File: src/include/rtc_cal_pkg.sv
package rtc_cal_pkg;
  // Register map, byte addresses on the internal bus
  localparam logic [15:0] DAY_ADDR = 16'h1324;
  localparam logic [15:0] MONTH_ADDR = 16'h1325;
  localparam logic [15:0] YEAR_ADDR = 16'h1326;
  localparam logic [15:0] PAGE_ADDR = 16'h1327;
  localparam logic [15:0] RESET_ADDR = 16'h1328;
  // Field positions in the page register
  localparam int PG_BANK_BIT = 0;
  localparam int PG_ALARM_BIT = 2;
  localparam int PG_RUN_BIT = 3;
  localparam int PG_ADJUST_BIT = 4;
  localparam int PG_IRQ_BIT = 7;
  // Field positions in the reset register
  localparam int RS_MATCH_CLR_BIT = 4;
  localparam int RS_DIV_CLR_BIT = 5;
  localparam int RS_16HZ_OFF_BIT = 6;
  localparam int RS_1HZ_OFF_BIT = 7;
  // Field widths
  localparam int DAY_W = 6;
  localparam int MONTH_W = 5;
  localparam int YEAR_W = 8;
  localparam int LEAP_W = 2;
  // Reset value of the only reset field
  localparam logic IRQ_EN_RST = 1'b0;
  // Seconds boundary for the adjust decision, BCD
  localparam logic [6:0] ADJ_HALF_SEC = 7'h30;
  // Divider chain: 15 stages from the 32768 Hz oscillator
  localparam int OSC_HZ = 32768;
  localparam int DIV_W = $clog2(OSC_HZ);
  localparam int DIV_1HZ_BIT = DIV_W - 1;
  localparam int DIV_16HZ_BIT = $clog2(OSC_HZ / 32);
  localparam logic [DIV_W-1:0] DIV_LAST = DIV_W'(OSC_HZ - 1);
  // Register port request
  typedef struct packed {
    logic [15:0] addr;
    logic [7:0] wdata;
    logic wr;
    logic rd;
  } bus_req_t;
endpackage

File: src/rtl/rtc_calendar_control_regs.sv
// Design decision made here: strobed register access.
`timescale 1ns/1ps
// Contract
// RL1 - Day register holds six-bit BCD day on both pages, upper bits read zero.
// RL2 - Software never loads a day that does not exist in the month.
// RL3 - Time page month register holds five-bit BCD month 01 to 12.
// RL4 - Alarm page month address holds one hour-format bit, one means 24-hour.
// RL5 - Time page year register holds eight-bit BCD year 00 to 99.
// RL6 - Alarm page year address holds two-bit leap phase in bits 1:0.
// RL7 - Page register: bank select bit0, irq enable bit7, run bit3, alarm bit2.
// RL8 - Software writes clock and alarm enables before the interrupt enable.
// RL9 - Adjust with seconds 0 to 29 clears seconds, minutes untouched.
// RL10 - Adjust with seconds 30 to 59 carries into minutes and clears seconds.
// RL11 - Adjust is a one-cycle internal pulse, time page only.
// RL12 - Adjust bit is write-only and self-clearing; writing zero does nothing.
// RL13 - Write-only reset register: 1 Hz off, 16 Hz off, divider clear, match clear.
// RL14 - Writing one to match clear reinitialises alarm comparison; zero does nothing.
// RL15 - Count-up stays in step with the 1 Hz falling edge.
// RL16 - Interrupt is one pulse per falling edge of the alarm source.
// RL17 - Alarm off, 1 Hz on, 16 Hz off drives 1 Hz onto the alarm pin.
// RL18 - Alarm off, 1 Hz off, 16 Hz on drives 16 Hz onto the alarm pin.
// RL19 - Shared addresses route to time or alarm bank by the bank bit.
// RL20 - Reset clears only the interrupt enable; calendar and controls keep values.
module rtc_calendar_control_regs (
  // Clock and reset
  input wire logic MCLK,
  input wire logic RESET_N,
  // Register port
  input wire rtc_cal_pkg::bus_req_t BUS,
  output logic [7:0] RDATA,
  // Seconds counter outside this block, same clock
  input wire logic [6:0] SECONDS,
  output logic SEC_TICK,
  output logic ADJ_CLEAR,
  output logic ADJ_CARRY,
  // Alarm comparison outside this block, same clock
  input wire logic ALARM_MATCH,
  output logic MATCH_CLEAR,
  output logic HOUR_24,
  // Oscillator pin and alarm pin
  input wire logic OSC32K,
  output logic ALARM_N,
  output logic RTC_IRQ
);
  import rtc_cal_pkg::*;

  // Calendar and control storage; only the interrupt enable has a reset, so the rest survives system reset
  logic [DAY_W-1:0] day_reg, day_next;
  logic [MONTH_W-1:0] month_reg, month_next;
  logic [YEAR_W-1:0] year_reg, year_next;
  logic [LEAP_W-1:0] leap_reg, leap_next;
  logic hour24_reg, hour24_next;
  logic bank_reg, bank_next;
  logic run_reg, run_next;
  logic alarm_en_reg, alarm_en_next;
  logic off1_reg, off1_next;
  logic off16_reg, off16_next;
  logic irq_en_reg, irq_en_next;
  logic [7:0] rdata_reg, rdata_next;

  logic wr_day, wr_month, wr_year, wr_page, wr_reset;

  assign wr_day = BUS.wr && (BUS.addr == DAY_ADDR);
  assign wr_month = BUS.wr && (BUS.addr == MONTH_ADDR);
  assign wr_year = BUS.wr && (BUS.addr == YEAR_ADDR);
  assign wr_page = BUS.wr && (BUS.addr == PAGE_ADDR);
  assign wr_reset = BUS.wr && (BUS.addr == RESET_ADDR);

  // Register writes; bank bit picks which copy a shared address reaches
  always_comb begin
    day_next = day_reg;
    month_next = month_reg;
    year_next = year_reg;
    leap_next = leap_reg;
    hour24_next = hour24_reg;
    bank_next = bank_reg;
    run_next = run_reg;
    alarm_en_next = alarm_en_reg;
    off1_next = off1_reg;
    off16_next = off16_reg;
    irq_en_next = irq_en_reg;
    if (wr_day) begin
      day_next = BUS.wdata[DAY_W-1:0]; // see RL1
    end
    if (wr_month) begin
      if (bank_reg) begin // see RL19
        hour24_next = BUS.wdata[0]; // see RL4
      end else begin
        month_next = BUS.wdata[MONTH_W-1:0]; // see RL3
      end
    end
    if (wr_year) begin
      if (bank_reg) begin // see RL19
        leap_next = BUS.wdata[LEAP_W-1:0]; // see RL6
      end else begin
        year_next = BUS.wdata; // see RL5
      end
    end
    if (wr_page) begin
      bank_next = BUS.wdata[PG_BANK_BIT]; // see RL7
      run_next = BUS.wdata[PG_RUN_BIT];
      alarm_en_next = BUS.wdata[PG_ALARM_BIT];
      irq_en_next = BUS.wdata[PG_IRQ_BIT];
    end
    if (wr_reset) begin
      off1_next = BUS.wdata[RS_1HZ_OFF_BIT]; // see RL13
      off16_next = BUS.wdata[RS_16HZ_OFF_BIT];
    end
  end

  always_ff @(posedge MCLK) begin
    day_reg <= day_next;
    month_reg <= month_next;
    year_reg <= year_next;
    leap_reg <= leap_next;
    hour24_reg <= hour24_next;
    bank_reg <= bank_next;
    run_reg <= run_next;
    alarm_en_reg <= alarm_en_next;
    off1_reg <= off1_next;
    off16_reg <= off16_next;
  end

  // Only the interrupt enable is cleared by system reset
  always_ff @(posedge MCLK or negedge RESET_N) begin
    if (!RESET_N) begin
      irq_en_reg <= IRQ_EN_RST; // see RL20
    end else begin
      irq_en_reg <= irq_en_next;
    end
  end

  // Read data one cycle after the strobe; adjust and reset register read zero
  always_comb begin
    rdata_next = 8'h00;
    if (BUS.rd) begin
      unique case (BUS.addr)
        DAY_ADDR: rdata_next = {2'h0, day_reg}; // see RL1
        MONTH_ADDR: rdata_next = bank_reg ? {7'h00, hour24_reg} : {3'h0, month_reg}; // see RL19
        YEAR_ADDR: rdata_next = bank_reg ? {6'h00, leap_reg} : year_reg;
        PAGE_ADDR: begin
          rdata_next[PG_IRQ_BIT] = irq_en_reg; // see RL7
          rdata_next[PG_RUN_BIT] = run_reg;
          rdata_next[PG_ALARM_BIT] = alarm_en_reg;
          rdata_next[PG_BANK_BIT] = bank_reg;
        end
        default: rdata_next = 8'h00;
      endcase
    end
  end

  // Oscillator pin crossing: sync1 feeds only sync2
  logic osc_sync1_reg, osc_sync2_reg, osc_last_reg;
  logic osc_rise;

  always_ff @(posedge MCLK or negedge RESET_N) begin
    if (!RESET_N) begin
      osc_sync1_reg <= 1'b0;
      osc_sync2_reg <= 1'b0;
      osc_last_reg <= 1'b0;
    end else begin
      osc_sync1_reg <= OSC32K;
      osc_sync2_reg <= osc_sync1_reg;
      osc_last_reg <= osc_sync2_reg;
    end
  end

  assign osc_rise = osc_sync2_reg && !osc_last_reg;

  // Divider chain and carry hold; the divider is not cleared by system reset but stops counting while reset is held
  logic [DIV_W-1:0] div_reg, div_next;
  logic hold_reg, hold_next;
  logic wrap;
  logic tick_reg, tick_next;

  assign wrap = osc_rise && (div_reg == DIV_LAST);

  always_comb begin
    div_next = div_reg;
    hold_next = hold_reg;
    tick_next = 1'b0;
    if (osc_rise) begin
      div_next = div_reg + 1'b1;
    end
    // A carry while stopped is held, then released once running again
    if (wrap || hold_reg) begin
      if (run_reg) begin
        tick_next = 1'b1; // see RL15
        hold_next = 1'b0;
      end else begin
        hold_next = 1'b1;
      end
    end
    if (wr_reset && BUS.wdata[RS_DIV_CLR_BIT]) begin
      div_next = '0; // see RL13
      hold_next = 1'b0;
    end
  end

  always_ff @(posedge MCLK) begin
    div_reg <= div_next;
    hold_reg <= hold_next;
  end

  // Adjust and clear pulses; written ones act once, zeros are ignored
  logic adj_clear_reg, adj_clear_next;
  logic adj_carry_reg, adj_carry_next;
  logic match_clr_reg, match_clr_next;
  logic adj_req;

  // Adjust only takes effect with the time bank selected by this write
  assign adj_req = wr_page && BUS.wdata[PG_ADJUST_BIT] && !BUS.wdata[PG_BANK_BIT]; // see RL11

  always_comb begin
    adj_clear_next = 1'b0; // see RL12
    adj_carry_next = 1'b0;
    if (adj_req) begin
      adj_clear_next = 1'b1; // see RL9
      adj_carry_next = (SECONDS >= ADJ_HALF_SEC); // see RL10
    end
    match_clr_next = wr_reset && BUS.wdata[RS_MATCH_CLR_BIT]; // see RL14
  end

  // Alarm pin source mux; unlisted combinations hold the pin low
  logic src_reg, src_next;
  logic irq_reg, irq_next;

  always_comb begin
    src_next = 1'b0;
    if (alarm_en_reg && off1_reg && off16_reg) begin
      src_next = !ALARM_MATCH;
    end else if (!alarm_en_reg && !off1_reg && off16_reg) begin
      src_next = div_reg[DIV_1HZ_BIT]; // see RL17
    end else if (!alarm_en_reg && off1_reg && !off16_reg) begin
      src_next = div_reg[DIV_16HZ_BIT]; // see RL18
    end
    irq_next = irq_en_reg && src_reg && !src_next; // see RL16
  end

  // Pulses and pin levels come from flops with defined reset values
  always_ff @(posedge MCLK or negedge RESET_N) begin
    if (!RESET_N) begin
      rdata_reg <= 8'h00;
      tick_reg <= 1'b0;
      adj_clear_reg <= 1'b0;
      adj_carry_reg <= 1'b0;
      match_clr_reg <= 1'b0;
      src_reg <= 1'b1;
      irq_reg <= 1'b0;
    end else begin
      rdata_reg <= rdata_next;
      tick_reg <= tick_next;
      adj_clear_reg <= adj_clear_next;
      adj_carry_reg <= adj_carry_next;
      match_clr_reg <= match_clr_next;
      src_reg <= src_next;
      irq_reg <= irq_next;
    end
  end

  assign RDATA = rdata_reg;
  assign SEC_TICK = tick_reg;
  assign ADJ_CLEAR = adj_clear_reg;
  assign ADJ_CARRY = adj_carry_reg;
  assign MATCH_CLEAR = match_clr_reg;
  assign HOUR_24 = hour24_reg;
  assign ALARM_N = src_reg;
  assign RTC_IRQ = irq_reg;

  // Checks
  property p_day_read;
    @(posedge MCLK) disable iff (!RESET_N)
      BUS.rd && BUS.addr == DAY_ADDR |=> RDATA[7:6] == 2'h0;
  endproperty
  a_day_read: assert property (p_day_read) else $error("day upper bits not zero"); // see RL1

  property p_month_bank;
    @(posedge MCLK) disable iff (!RESET_N)
      BUS.rd && BUS.addr == MONTH_ADDR && bank_reg |=> RDATA[7:1] == 7'h00;
  endproperty
  a_month_bank: assert property (p_month_bank) else $error("format read nonzero"); // see RL4

  property p_year_write;
    @(posedge MCLK)
      wr_year && !bank_reg |=> year_reg == $past(BUS.wdata);
  endproperty
  a_year_write: assert property (p_year_write) else $error("year not stored"); // see RL5

  property p_adj_low;
    @(posedge MCLK) disable iff (!RESET_N)
      adj_req && SECONDS < ADJ_HALF_SEC |=> ADJ_CLEAR && !ADJ_CARRY;
  endproperty
  a_adj_low: assert property (p_adj_low) else $error("low adjust wrong"); // see RL9

  property p_adj_high;
    @(posedge MCLK) disable iff (!RESET_N)
      adj_req && SECONDS >= ADJ_HALF_SEC |=> ADJ_CLEAR && ADJ_CARRY;
  endproperty
  a_adj_high: assert property (p_adj_high) else $error("high adjust wrong"); // see RL10

  property p_adj_one;
    @(posedge MCLK) disable iff (!RESET_N)
      ADJ_CLEAR && !$past(adj_req) |-> 1'b0;
  endproperty
  a_adj_one: assert property (p_adj_one) else $error("adjust without request"); // see RL11

  property p_adj_self;
    @(posedge MCLK) disable iff (!RESET_N)
      ADJ_CLEAR && !adj_req |=> !ADJ_CLEAR;
  endproperty
  a_adj_self: assert property (p_adj_self) else $error("adjust stuck"); // see RL12

  property p_match_clr;
    @(posedge MCLK) disable iff (!RESET_N)
      wr_reset |=> MATCH_CLEAR == $past(BUS.wdata[RS_MATCH_CLR_BIT]);
  endproperty
  a_match_clr: assert property (p_match_clr) else $error("match clear wrong"); // see RL14

  property p_irq_edge;
    @(posedge MCLK) disable iff (!RESET_N)
      RTC_IRQ |-> $fell(ALARM_N) && $past(irq_en_reg);
  endproperty
  a_irq_edge: assert property (p_irq_edge) else $error("irq without falling edge"); // see RL16

  property p_irq_en_rst;
    @(posedge MCLK) $rose(RESET_N) |-> !irq_en_reg;
  endproperty
  a_irq_en_rst: assert property (p_irq_en_rst) else $error("irq enable not reset"); // see RL20

  c_adjust_carry: cover property (@(posedge MCLK) ADJ_CARRY);
  c_irq: cover property (@(posedge MCLK) RTC_IRQ);
  // The count-up leads the registered pin by one cycle, so both land at the same edge downstream
  c_tick: cover property (@(posedge MCLK) SEC_TICK ##1 $fell(ALARM_N));
endmodule

File: config.mk
export PLATFORM = sky130hd
export DESIGN_NAME = rtc_calendar_control_regs
export DESIGN_NICKNAME = d
export VERILOG_FILES = /design/src/include/rtc_cal_pkg.sv /design/src/rtl/rtc_calendar_control_regs.sv
export SDC_FILE = /design/constraint.sdc
export NUM_CORES = 1
export LEC_CHECK = 0
export ABC_AREA = 0
export BUFFER_PORTS_ARGS = -buffer_cell sky130_fd_sc_hd__buf_2
export CAP_MARGIN = 10
export CORE_ASPECT_RATIO = 1.4
export CORE_UTILIZATION = 53
export DETAILED_ROUTE_END_ITERATION = 7
export GPL_TIMING_DRIVEN = 0
export PLACE_DENSITY = 0.78
export SKIP_CTS_REPAIR_TIMING = 1
export SLEW_MARGIN = 10
export SYNTH_ARGS = -nofsm -noshare
export SYNTH_HDL_FRONTEND = slang
export SYNTH_SLANG_ARGS = --single-unit
File: constraint.sdc
create_clock -name MCLK -period 2 [get_ports MCLK]
set_clock_uncertainty 0.1 [all_clocks]
set_input_delay 0.2 -clock MCLK [delete_from_list [all_inputs] [get_ports MCLK]]
set_output_delay 0.2 -clock MCLK [all_outputs]
set_load 0.01 [all_outputs]
==> flow_metrics.env, run 1 <==
export IMPL_outcome="finished clean"
export IMPL_synthesized_area_fraction_occupied_by_adder_cells_pct=0.517
export IMPL_path_delay_family="buffers and inverters"
export IMPL_core_region_area_sq_um=4310
export IMPL_maxSlewHeadroom_pct=46.9
export IMPL_totalNegativeSetupSlack_ns=0
export IMPL_io_pins=52
export IMPL_gr_usage_met3_pct=7.72
export IMPL_dominant_combinational_cell_family_by_area_after_synthesis="simple AND/OR/NAND/NOR gates"
export IMPL_gp_congestion=0.860
export IMPL_grt_total_usage_pct=22.1
export IMPL_synth_top_cell_by_area="sky130_fd_sc_hd__edfxtp_1"
export IMPL_fin_area_sq_um=2990
export IMPL_yosys_mux_area_fraction_pct=1.29
export IMPL_post_synth_num_cell_types=41
export IMPL_grt_remaining_overflow=0
export IMPL_crit_share_post_route_pct=95.0
export IMPL_mean_syn_cell_area_sq_um=11.9
export IMPL_detail_route_wirelength_mm=4.76
export IMPL_synth_top_cells_by_area="sky130_fd_sc_hd__edfxtp_1, sky130_fd_sc_hd__dfrtp_1, sky130_fd_sc_hd__dfxtp_1, sky130_fd_sc_hd__nor2_1, sky130_fd_sc_hd__xnor2_1"
export IMPL_ys_warn_count=0
export IMPL_die_width_um=59.1
export IMPL_crit_path_cell_trace="clkbuf_1 -> inv_1 -> nor3_1"
export IMPL_drtIter0Drc=74
export IMPL_critical_path_slowest_cell="sky130_fd_sc_hd__nor3_1"
export IMPL_detail_route_antenna_nets=0
export IMPL_maxClockFrequency_mhz=526
export IMPL_syn_to_layout_area_delta_pct=23.7
export IMPL_timing_hold_worst_class="primary input to register"
export IMPL_ctsLongestPathBuffers=2
export IMPL_layout_setup_ws_ns=0.100
export IMPL_slowest_delay_ns=0.46
export IMPL_detailroute_via_count=1759
export IMPL_dpl_worst_slack_ns=-0.382
export IMPL_synth_seq_cells=61
export IMPL_setup_reg_to_reg_worst_slack_ns=0.10
export IMPL_total_power_mw=2.74
export IMPL_antenna_cells=0
export IMPL_rr_startpoint="bank_reg$_DFFE_PP_"
export IMPL_critPathLaunchType="register"
export IMPL_layout_drive_gt1_share_pct=26.3
export IMPL_global_route_met1_usage_pct=24.2
export IMPL_maxCapViolations=0
export IMPL_stdcell_count=334
export IMPL_route_detailed_wl_per_inst_um=14.2
export IMPL_grt_antenna_before_repair=0
export IMPL_dp_hpwl_mm=3.46
export IMPL_r2r_end="leap_reg[1]$_DFFE_PP_"
export IMPL_tritoncts="built"
export IMPL_clock_sinks=61
export IMPL_worst_endpoint_arrival_ns=1.78
export IMPL_skew_pair_late_insertion_delay_ns=0.33
export IMPL_register_area_share_after_synthesis_pct=65.4
export IMPL_synth_simple_area_share_pct=20.3
export IMPL_first_global_vias=1673
export IMPL_initial_utilization_pct=56.2
export IMPL_ctsHtreeMaxLevel=3
export IMPL_syn_nets=242
export IMPL_tritoncts_num_buffers=9
export IMPL_use_met2_pct=37.4
export IMPL_routed_via_density=5.27
export IMPL_worst_path_buf_inv=2
export IMPL_dpl_cell_area_sq_um=2740
export IMPL_startpoint="bank_reg$_DFFE_PP_"
export IMPL_endpoint_kind="register"
export IMPL_timing_final_hold_violations=0
export IMPL_finalCriticalPeriod_ns=1.90
export IMPL_clk_pin_slew_ns=0.06
export IMPL_max_slew_worst_pin_slew_ns=0.790
export IMPL_cp_data_required_time_ns=1.88
export IMPL_path_max_fanout=9
export IMPL_die_area_sq_um=4850
export IMPL_chipHeight_um=82.0
export IMPL_portBuffers=46
export IMPL_numPlacedInstances=310
export IMPL_setup_viol=0
export IMPL_pwr_density_cell_nw_per_um2=915
export IMPL_route_detailed_drc=0
export IMPL_synth_compound_area_share_pct=5.74
export IMPL_path_class="register to register"
export IMPL_cellLeakagePower_nw=1.21
export IMPL_grt_busiest_layer="met2"
export IMPL_grt_first_pass_wirelength_mm=7.54
export IMPL_num_nets_final=307
export IMPL_clock_root_cell="sky130_fd_sc_hd__clkbuf_8"
export IMPL_timing_critical_path_depth=3
export IMPL_mappedNetlistArea_sq_um=2420
export IMPL_post_synth_top_area_fraction_pct=33.5
export IMPL_fp_row_count=28
export IMPL_report_final_slew_viol_count=0
export IMPL_maximum_number_of_pins_on_one_net_before_global_route_repair=19
export IMPL_detail_route_first_pass_iterations=4
export IMPL_crit_path_end="leap_reg[1]$_DFFE_PP_"
export IMPL_largest_register_ffs=15
export IMPL_ff2ff_path_depth=3
export IMPL_max_vdd_ir_drop_uv=578
export IMPL_post_synth_xor_area_fraction_pct=4.70
export IMPL_post_synth_inst_count=204
## worst min-delay path by stage
stage                  from                endpoint  cells after the start
floorplan           RESET_N     ADJ_CARRY$_DFF_PN0_                      0
global placement    RESET_N   MATCH_CLEAR$_DFF_PN0_                      1
detailed placement  RESET_N       RTC_IRQ$_DFF_PN0_                      1
CTS                 RESET_N       RTC_IRQ$_DFF_PN0_                      1
global route         BUS[6]    day_reg[4]$_DFFE_PP_                      1
finish               BUS[6]  month_reg[4]$_DFFE_PP_                      1
## where the power goes
group / total [mW] / internal, mW / switching, mW
Sequential: 1.55 / 1.41 / 0.135
Clock: 0.888 / 0.440 / 0.448
Combinational: 0.306 / 0.151 / 0.155
Total: 2.74 / 2.00 / 0.738
## placed cells by master (no fill, tap or decap), drive strengths merged, types with 2 or more instances in the layout
| cell type | Yosys | routed |
|---|---|---|
| buf | 3 | 49 |
| inv | 7 | 7 |
| dfrtp | 17 | 17 |
| a211oi | 2 | 2 |
| clkbuf | 3 | 14 |
| clkinv | 0 | 4 |
| dfxtp | 16 | 16 |
| nor4 | 4 | 4 |
| o21ai | 4 | 4 |
| mux2i | 2 | 2 |
| a22oi | 2 | 2 |
| xnor2 | 11 | 11 |
| nand3b | 2 | 2 |
| nor3 | 16 | 16 |
| nand2 | 13 | 13 |
| or2 | 2 | 2 |
| a221oi | 4 | 4 |
| a21oi | 5 | 5 |
| nand4b | 3 | 3 |
| edfxtp | 27 | 27 |
| nor2b | 5 | 5 |
| nand4 | 5 | 5 |
| nor4b | 3 | 3 |
| xor2 | 2 | 2 |
| dlygate4sd3 | 0 | 8 |
| nor2 | 28 | 28 |
| nand3 | 5 | 5 |
| a31oi | 2 | 2 |
## cells in the mapped netlist
cell type and n:
sky130_fd_sc_hd__or3_1 1, sky130_fd_sc_hd__nor2_1 28, sky130_fd_sc_hd__nor2b_1 5, sky130_fd_sc_hd__o21ai_0 4
sky130_fd_sc_hd__ha_1 1, sky130_fd_sc_hd__nor4b_1 3, sky130_fd_sc_hd__and2_1 1, sky130_fd_sc_hd__nand4_1 4
sky130_fd_sc_hd__dfstp_2 1, sky130_fd_sc_hd__mux2i_1 2, sky130_fd_sc_hd__a31oi_1 2, sky130_fd_sc_hd__xnor2_1 11
sky130_fd_sc_hd__edfxtp_1 27, sky130_fd_sc_hd__buf_1 1, sky130_fd_sc_hd__nand4b_1 3, sky130_fd_sc_hd__o2bb2ai_1 1
sky130_fd_sc_hd__nor4_2 1, sky130_fd_sc_hd__or4_1 1, sky130_fd_sc_hd__o21a_1 1, sky130_fd_sc_hd__a22oi_1 2
sky130_fd_sc_hd__nor4_1 3, sky130_fd_sc_hd__nand2_1 13, sky130_fd_sc_hd__mux2_2 1, sky130_fd_sc_hd__dfrtp_1 17
sky130_fd_sc_hd__nor3_2 1, sky130_fd_sc_hd__buf_2 2, sky130_fd_sc_hd__a221oi_1 4, sky130_fd_sc_hd__inv_1 7
sky130_fd_sc_hd__nand2b_1 1, sky130_fd_sc_hd__a21oi_1 5, sky130_fd_sc_hd__a211oi_1 2, sky130_fd_sc_hd__nor4bb_1 1
sky130_fd_sc_hd__nor3_1 15, sky130_fd_sc_hd__and4b_1 1, sky130_fd_sc_hd__dfxtp_1 16, sky130_fd_sc_hd__nand3b_1 2
sky130_fd_sc_hd__nand3_1 5, sky130_fd_sc_hd__nand4_2 1, sky130_fd_sc_hd__clkbuf_1 3, sky130_fd_sc_hd__xor2_1 2
sky130_fd_sc_hd__or2_2 2
## cells by family (layout without fill, tap and decap cells)
| family | after synthesis | in the layout |
|---|---|---|
| xor gates and xnor gates | 13 | 13 |
| and+or+nand+nor | 92 | 92 |
| adders and majority gates | 1 | 1 |
| AOI/OAI and AO/OA | 21 | 21 |
| DFF | 61 | 61 |
| buffers and inverters | 13 | 83 |
| muxes | 3 | 3 |
## layout make-up
type                            instances  area (sq um)
Buffer                                  6          25.0
Multi-Input combinational cell        130           816
Clock buffer                           11           131
Timing Repair Buffer                   54           310
Tap cell                               60          75.1
Fill cell                             337          1320
Sequential cell                        61          1580
Clock inverter                          5          27.5
Inverter                                7          26.3
## worst reg2reg max path, delay by kind of cell (launching register included)
kind	cells	cell delay (ns)
simple gates	1	0.46
buf+inv	2	0.66
flops	1	0.32
## per-stage QoR
step,utilization [%],hold slack [ns]
final,69.5,0.0178
after detailed placement,63.5,0.0484
after CTS,67.2,-0.319
after global routing,69.5,0.0141
after global placement,63.5,0.0451
after floorplan,-,-0.196
## metal layers
metal,vias up,wire length (um)
li1,866,-
met1,826,1900
met2,55,2520
met3,12,216
met4,0,119
met5,-,0
No activity file was read; power rests on OpenSTA's default activity.
==> run 2, diff against run 1 <==
--- a/config.mk
+++ b/config.mk
@@ -9,10 +9,10 @@
 export BUFFER_PORTS_ARGS = -buffer_cell sky130_fd_sc_hd__buf_2
 export CAP_MARGIN = 10
 export CORE_ASPECT_RATIO = 1.4
-export CORE_UTILIZATION = 53
+export CORE_UTILIZATION = 45
 export DETAILED_ROUTE_END_ITERATION = 7
 export GPL_TIMING_DRIVEN = 0
-export PLACE_DENSITY = 0.78
+export PLACE_DENSITY = 0.68
 export SKIP_CTS_REPAIR_TIMING = 1
 export SLEW_MARGIN = 10
 export SYNTH_ARGS = -nofsm -noshare
==> run 2 against run 1 <==
Against the previous run:
- sequential share of layout area down 0.55 points
- clock-buffer cell count rose by 4
- first-iteration DRC count up 30%
- utilization decreased by 11 points
- non-clock buffer count stayed put
- via count is 0.51% higher
- die area rose by 17%
- clock power up 12%
- cell count up 1.8%
- fmax grew 0.11%
- critical path type is now primary input to register
- largest power group unchanged
- highest routed layer unchanged
==> flow_metrics.env, run 2 (synthesis results as in run 1) <==
export IMPL_clkPwrFrac_pct=35.0
export IMPL_min_path_cells=3
export IMPL_switching_share_of_total_power_pct=25.5
export IMPL_grt_antenna_before_repair=0
export IMPL_maximum_number_of_pins_on_one_net_before_global_route_repair=19
export IMPL_path_delay_family="simple AND/OR/NAND/NOR gates"
export IMPL_grt_first_pass_wirelength_mm=7.74
export IMPL_layout_drive_gt1_share_pct=26.3
export IMPL_clock_root_cell="sky130_fd_sc_hd__clkbuf_8"
export IMPL_grt_remaining_overflow=0
export IMPL_crit_path_cell_trace="buf_2 -> nor4b_1 -> nand3_1 -> or2_2 -> nor3_4"
export IMPL_critPathLaunchType="primary input"
export IMPL_setup_reg_to_reg_worst_slack_ns=0.21
export IMPL_rr_startpoint="osc_last_reg$_DFF_PN0_"
export IMPL_most_frequent_cells_in_the_layout="sky130_fd_sc_hd__buf_2, sky130_fd_sc_hd__nor2_1, sky130_fd_sc_hd__edfxtp_1"
export IMPL_report_final_slew_viol_count=0
export IMPL_detail_route_wirelength_mm=4.86
export IMPL_path_class="primary input to register"
export IMPL_critical_path_slowest_cell="sky130_fd_sc_hd__nor4b_1"
export IMPL_route_detailed_drc=0
export IMPL_fp_row_count=31
export IMPL_outcome="finished clean"
export IMPL_antenna_cells=0
export IMPL_grt_total_usage_pct=18.9
export IMPL_numPlacedInstances=316
export IMPL_setup_viol=0
export IMPL_internal_power_mw=2.11
export IMPL_drtIter0Drc=96
export IMPL_max_slew_worst_pin_slew_ns=0.813
export IMPL_commonest_non_fill_non_tap_cell_in_the_layout="sky130_fd_sc_hd__buf_2"
export IMPL_route_detailed_wl_per_inst_um=14.3
export IMPL_maxSlewHeadroom_pct=45.4
export IMPL_path_max_fanout=8
export IMPL_fin_area_sq_um=3030
export IMPL_maxCapViolations=0
export IMPL_total_power_mw=2.84
export IMPL_slowest_delay_ns=0.43
export IMPL_power_net_switching_mw=0.724
export IMPL_core_region_area_sq_um=5160
export IMPL_worst_path_buf_inv=1
export IMPL_hold_path_startpoint="SECONDS[6]"
export IMPL_portBuffers=46
export IMPL_chipHeight_um=88.8
export IMPL_r2r_end="div_reg[13]$_SDFFE_PP0P_"
export IMPL_timing_hold_worst_class="primary input to register"
export IMPL_ctsHtreeMaxLevel=3
export IMPL_stdcell_count=340
export IMPL_first_global_vias=1652
export IMPL_rsz_0062_raised_after_global_routing="false"
export IMPL_skew_pair_late_insertion_delay_ns=0.33
export IMPL_pwr_density_cell_nw_per_um2=938
export IMPL_worst_endpoint_arrival_ns=1.77
export IMPL_fin_worst_hold_slack_ns=0.0191
export IMPL_tritoncts_num_buffers=9
export IMPL_gp_congestion=0.780
export IMPL_timing_final_hold_violations=0
export IMPL_finalCriticalPeriod_ns=1.90
export IMPL_combPwrFrac_pct=10.6
export IMPL_p_seq_share_pct=54.4
export IMPL_die_width_um=64.0
export IMPL_dpl_cell_area_sq_um=2740
export IMPL_detailroute_via_count=1768
export IMPL_tritoncts="built"
export IMPL_cellLeakagePower_nw=1.22
export IMPL_worstHoldEndpoint="ADJ_CARRY$_DFF_PN0_"
export IMPL_detail_route_first_pass_iterations=4
export IMPL_totalNegativeSetupSlack_ns=0
export IMPL_crit_share_post_route_pct=94.9
export IMPL_ctsLongestPathBuffers=2
export IMPL_largest_register_ffs=15
export IMPL_maxClockFrequency_mhz=527
export IMPL_cp_data_required_time_ns=1.87
export IMPL_dp_hpwl_mm=3.55
export IMPL_io_pins=52
export IMPL_clock_sinks=61
export IMPL_endpoint_kind="register"
export IMPL_num_nets_final=307
export IMPL_ff2ff_path_depth=4
export IMPL_routed_via_density=5.20
export IMPL_syn_to_layout_area_delta_pct=25.0
export IMPL_detail_route_antenna_nets=0
export IMPL_clk_pin_slew_ns=0.06
export IMPL_max_vdd_ir_drop_uv=666
export IMPL_die_area_sq_um=5680
export IMPL_initial_utilization_pct=46.9
-- run 2: changes by cell type in the layout (fill, tap and decap cells not counted) --
cell,previous run,this run
sky130_fd_sc_hd__clkinv_2,4,1
sky130_fd_sc_hd__clkbuf_8,9,12
sky130_fd_sc_hd__clkinvlp_4,1,0
sky130_fd_sc_hd__clkbuf_2,0,1
-- run 2: worst max path at each step --
stage,end,cells past startpoint,start,slack [ns]
after global placement,year_reg[2]$_DFFE_PP_,5,BUS[20],-0.36
after detailed placement,year_reg[6]$_DFFE_PP_,5,BUS[14],-0.43
after global routing,year_reg[1]$_DFFE_PP_,5,BUS[14],0.02
after floorplan,year_reg[0]$_DFFE_PP_,4,BUS[14],0.08
after CTS,year_reg[1]$_DFFE_PP_,5,BUS[14],-0.03
final,year_reg[1]$_DFFE_PP_,5,BUS[14],0.10
-- run 2: through the flow --
stage               utilization, %  worst slack [ns]
floorplan                        -            0.0813
global placement              53.2            -0.362
detailed placement            53.2            -0.429
CTS                           56.7           -0.0270
global route                  58.6            0.0222
finish                        58.6             0.102
-- run 2: metal layers --
metal | share of wire [%] | vias up | GRT usage [%]
li1 | - | 864 | -
met1 | 40 | 842 | 20.4
met2 | 53 | 55 | 32.7
met3 | 4.9 | 7 | 7.09
met4 | 1.9 | 0 | 9.30
met5 | 0 | - | 0
-- run 2: power by group through the flow --
| stage | clock network, mW | logic (mW) | registers, mW |
|---|---|---|---|
| finish | 0.993 | 0.300 | 1.54 |
| floorplan | 0 | 0.208 | 1.54 |
| CTS | 1.03 | 0.287 | 1.54 |
| global placement | 0 | 0.276 | 1.57 |
| detailed placement | 0 | 0.286 | 1.57 |
| global route | 1.08 | 0.338 | 1.56 |
-- run 2: final cells by class --
cell class | count | area [sq um]
Inverter | 7 | 26.3
Clock buffer | 15 | 176
Timing Repair Buffer | 54 | 310
Fill cell | 450 | 2130
Buffer | 6 | 26.3
Clock inverter | 1 | 5.00
Sequential cell | 61 | 1580
Multi-Input combinational cell | 130 | 816
Tap cell | 66 | 82.6
-- run 2: worst reg2reg max path, stage by stage (launching register included) --
cell and delay [ns]:
sky130_fd_sc_hd__dfrtp_1 0.41, sky130_fd_sc_hd__nand2b_1 0.21, sky130_fd_sc_hd__or4_1 0.55, sky130_fd_sc_hd__or3_1 0.32, sky130_fd_sc_hd__a21oi_1 0.14
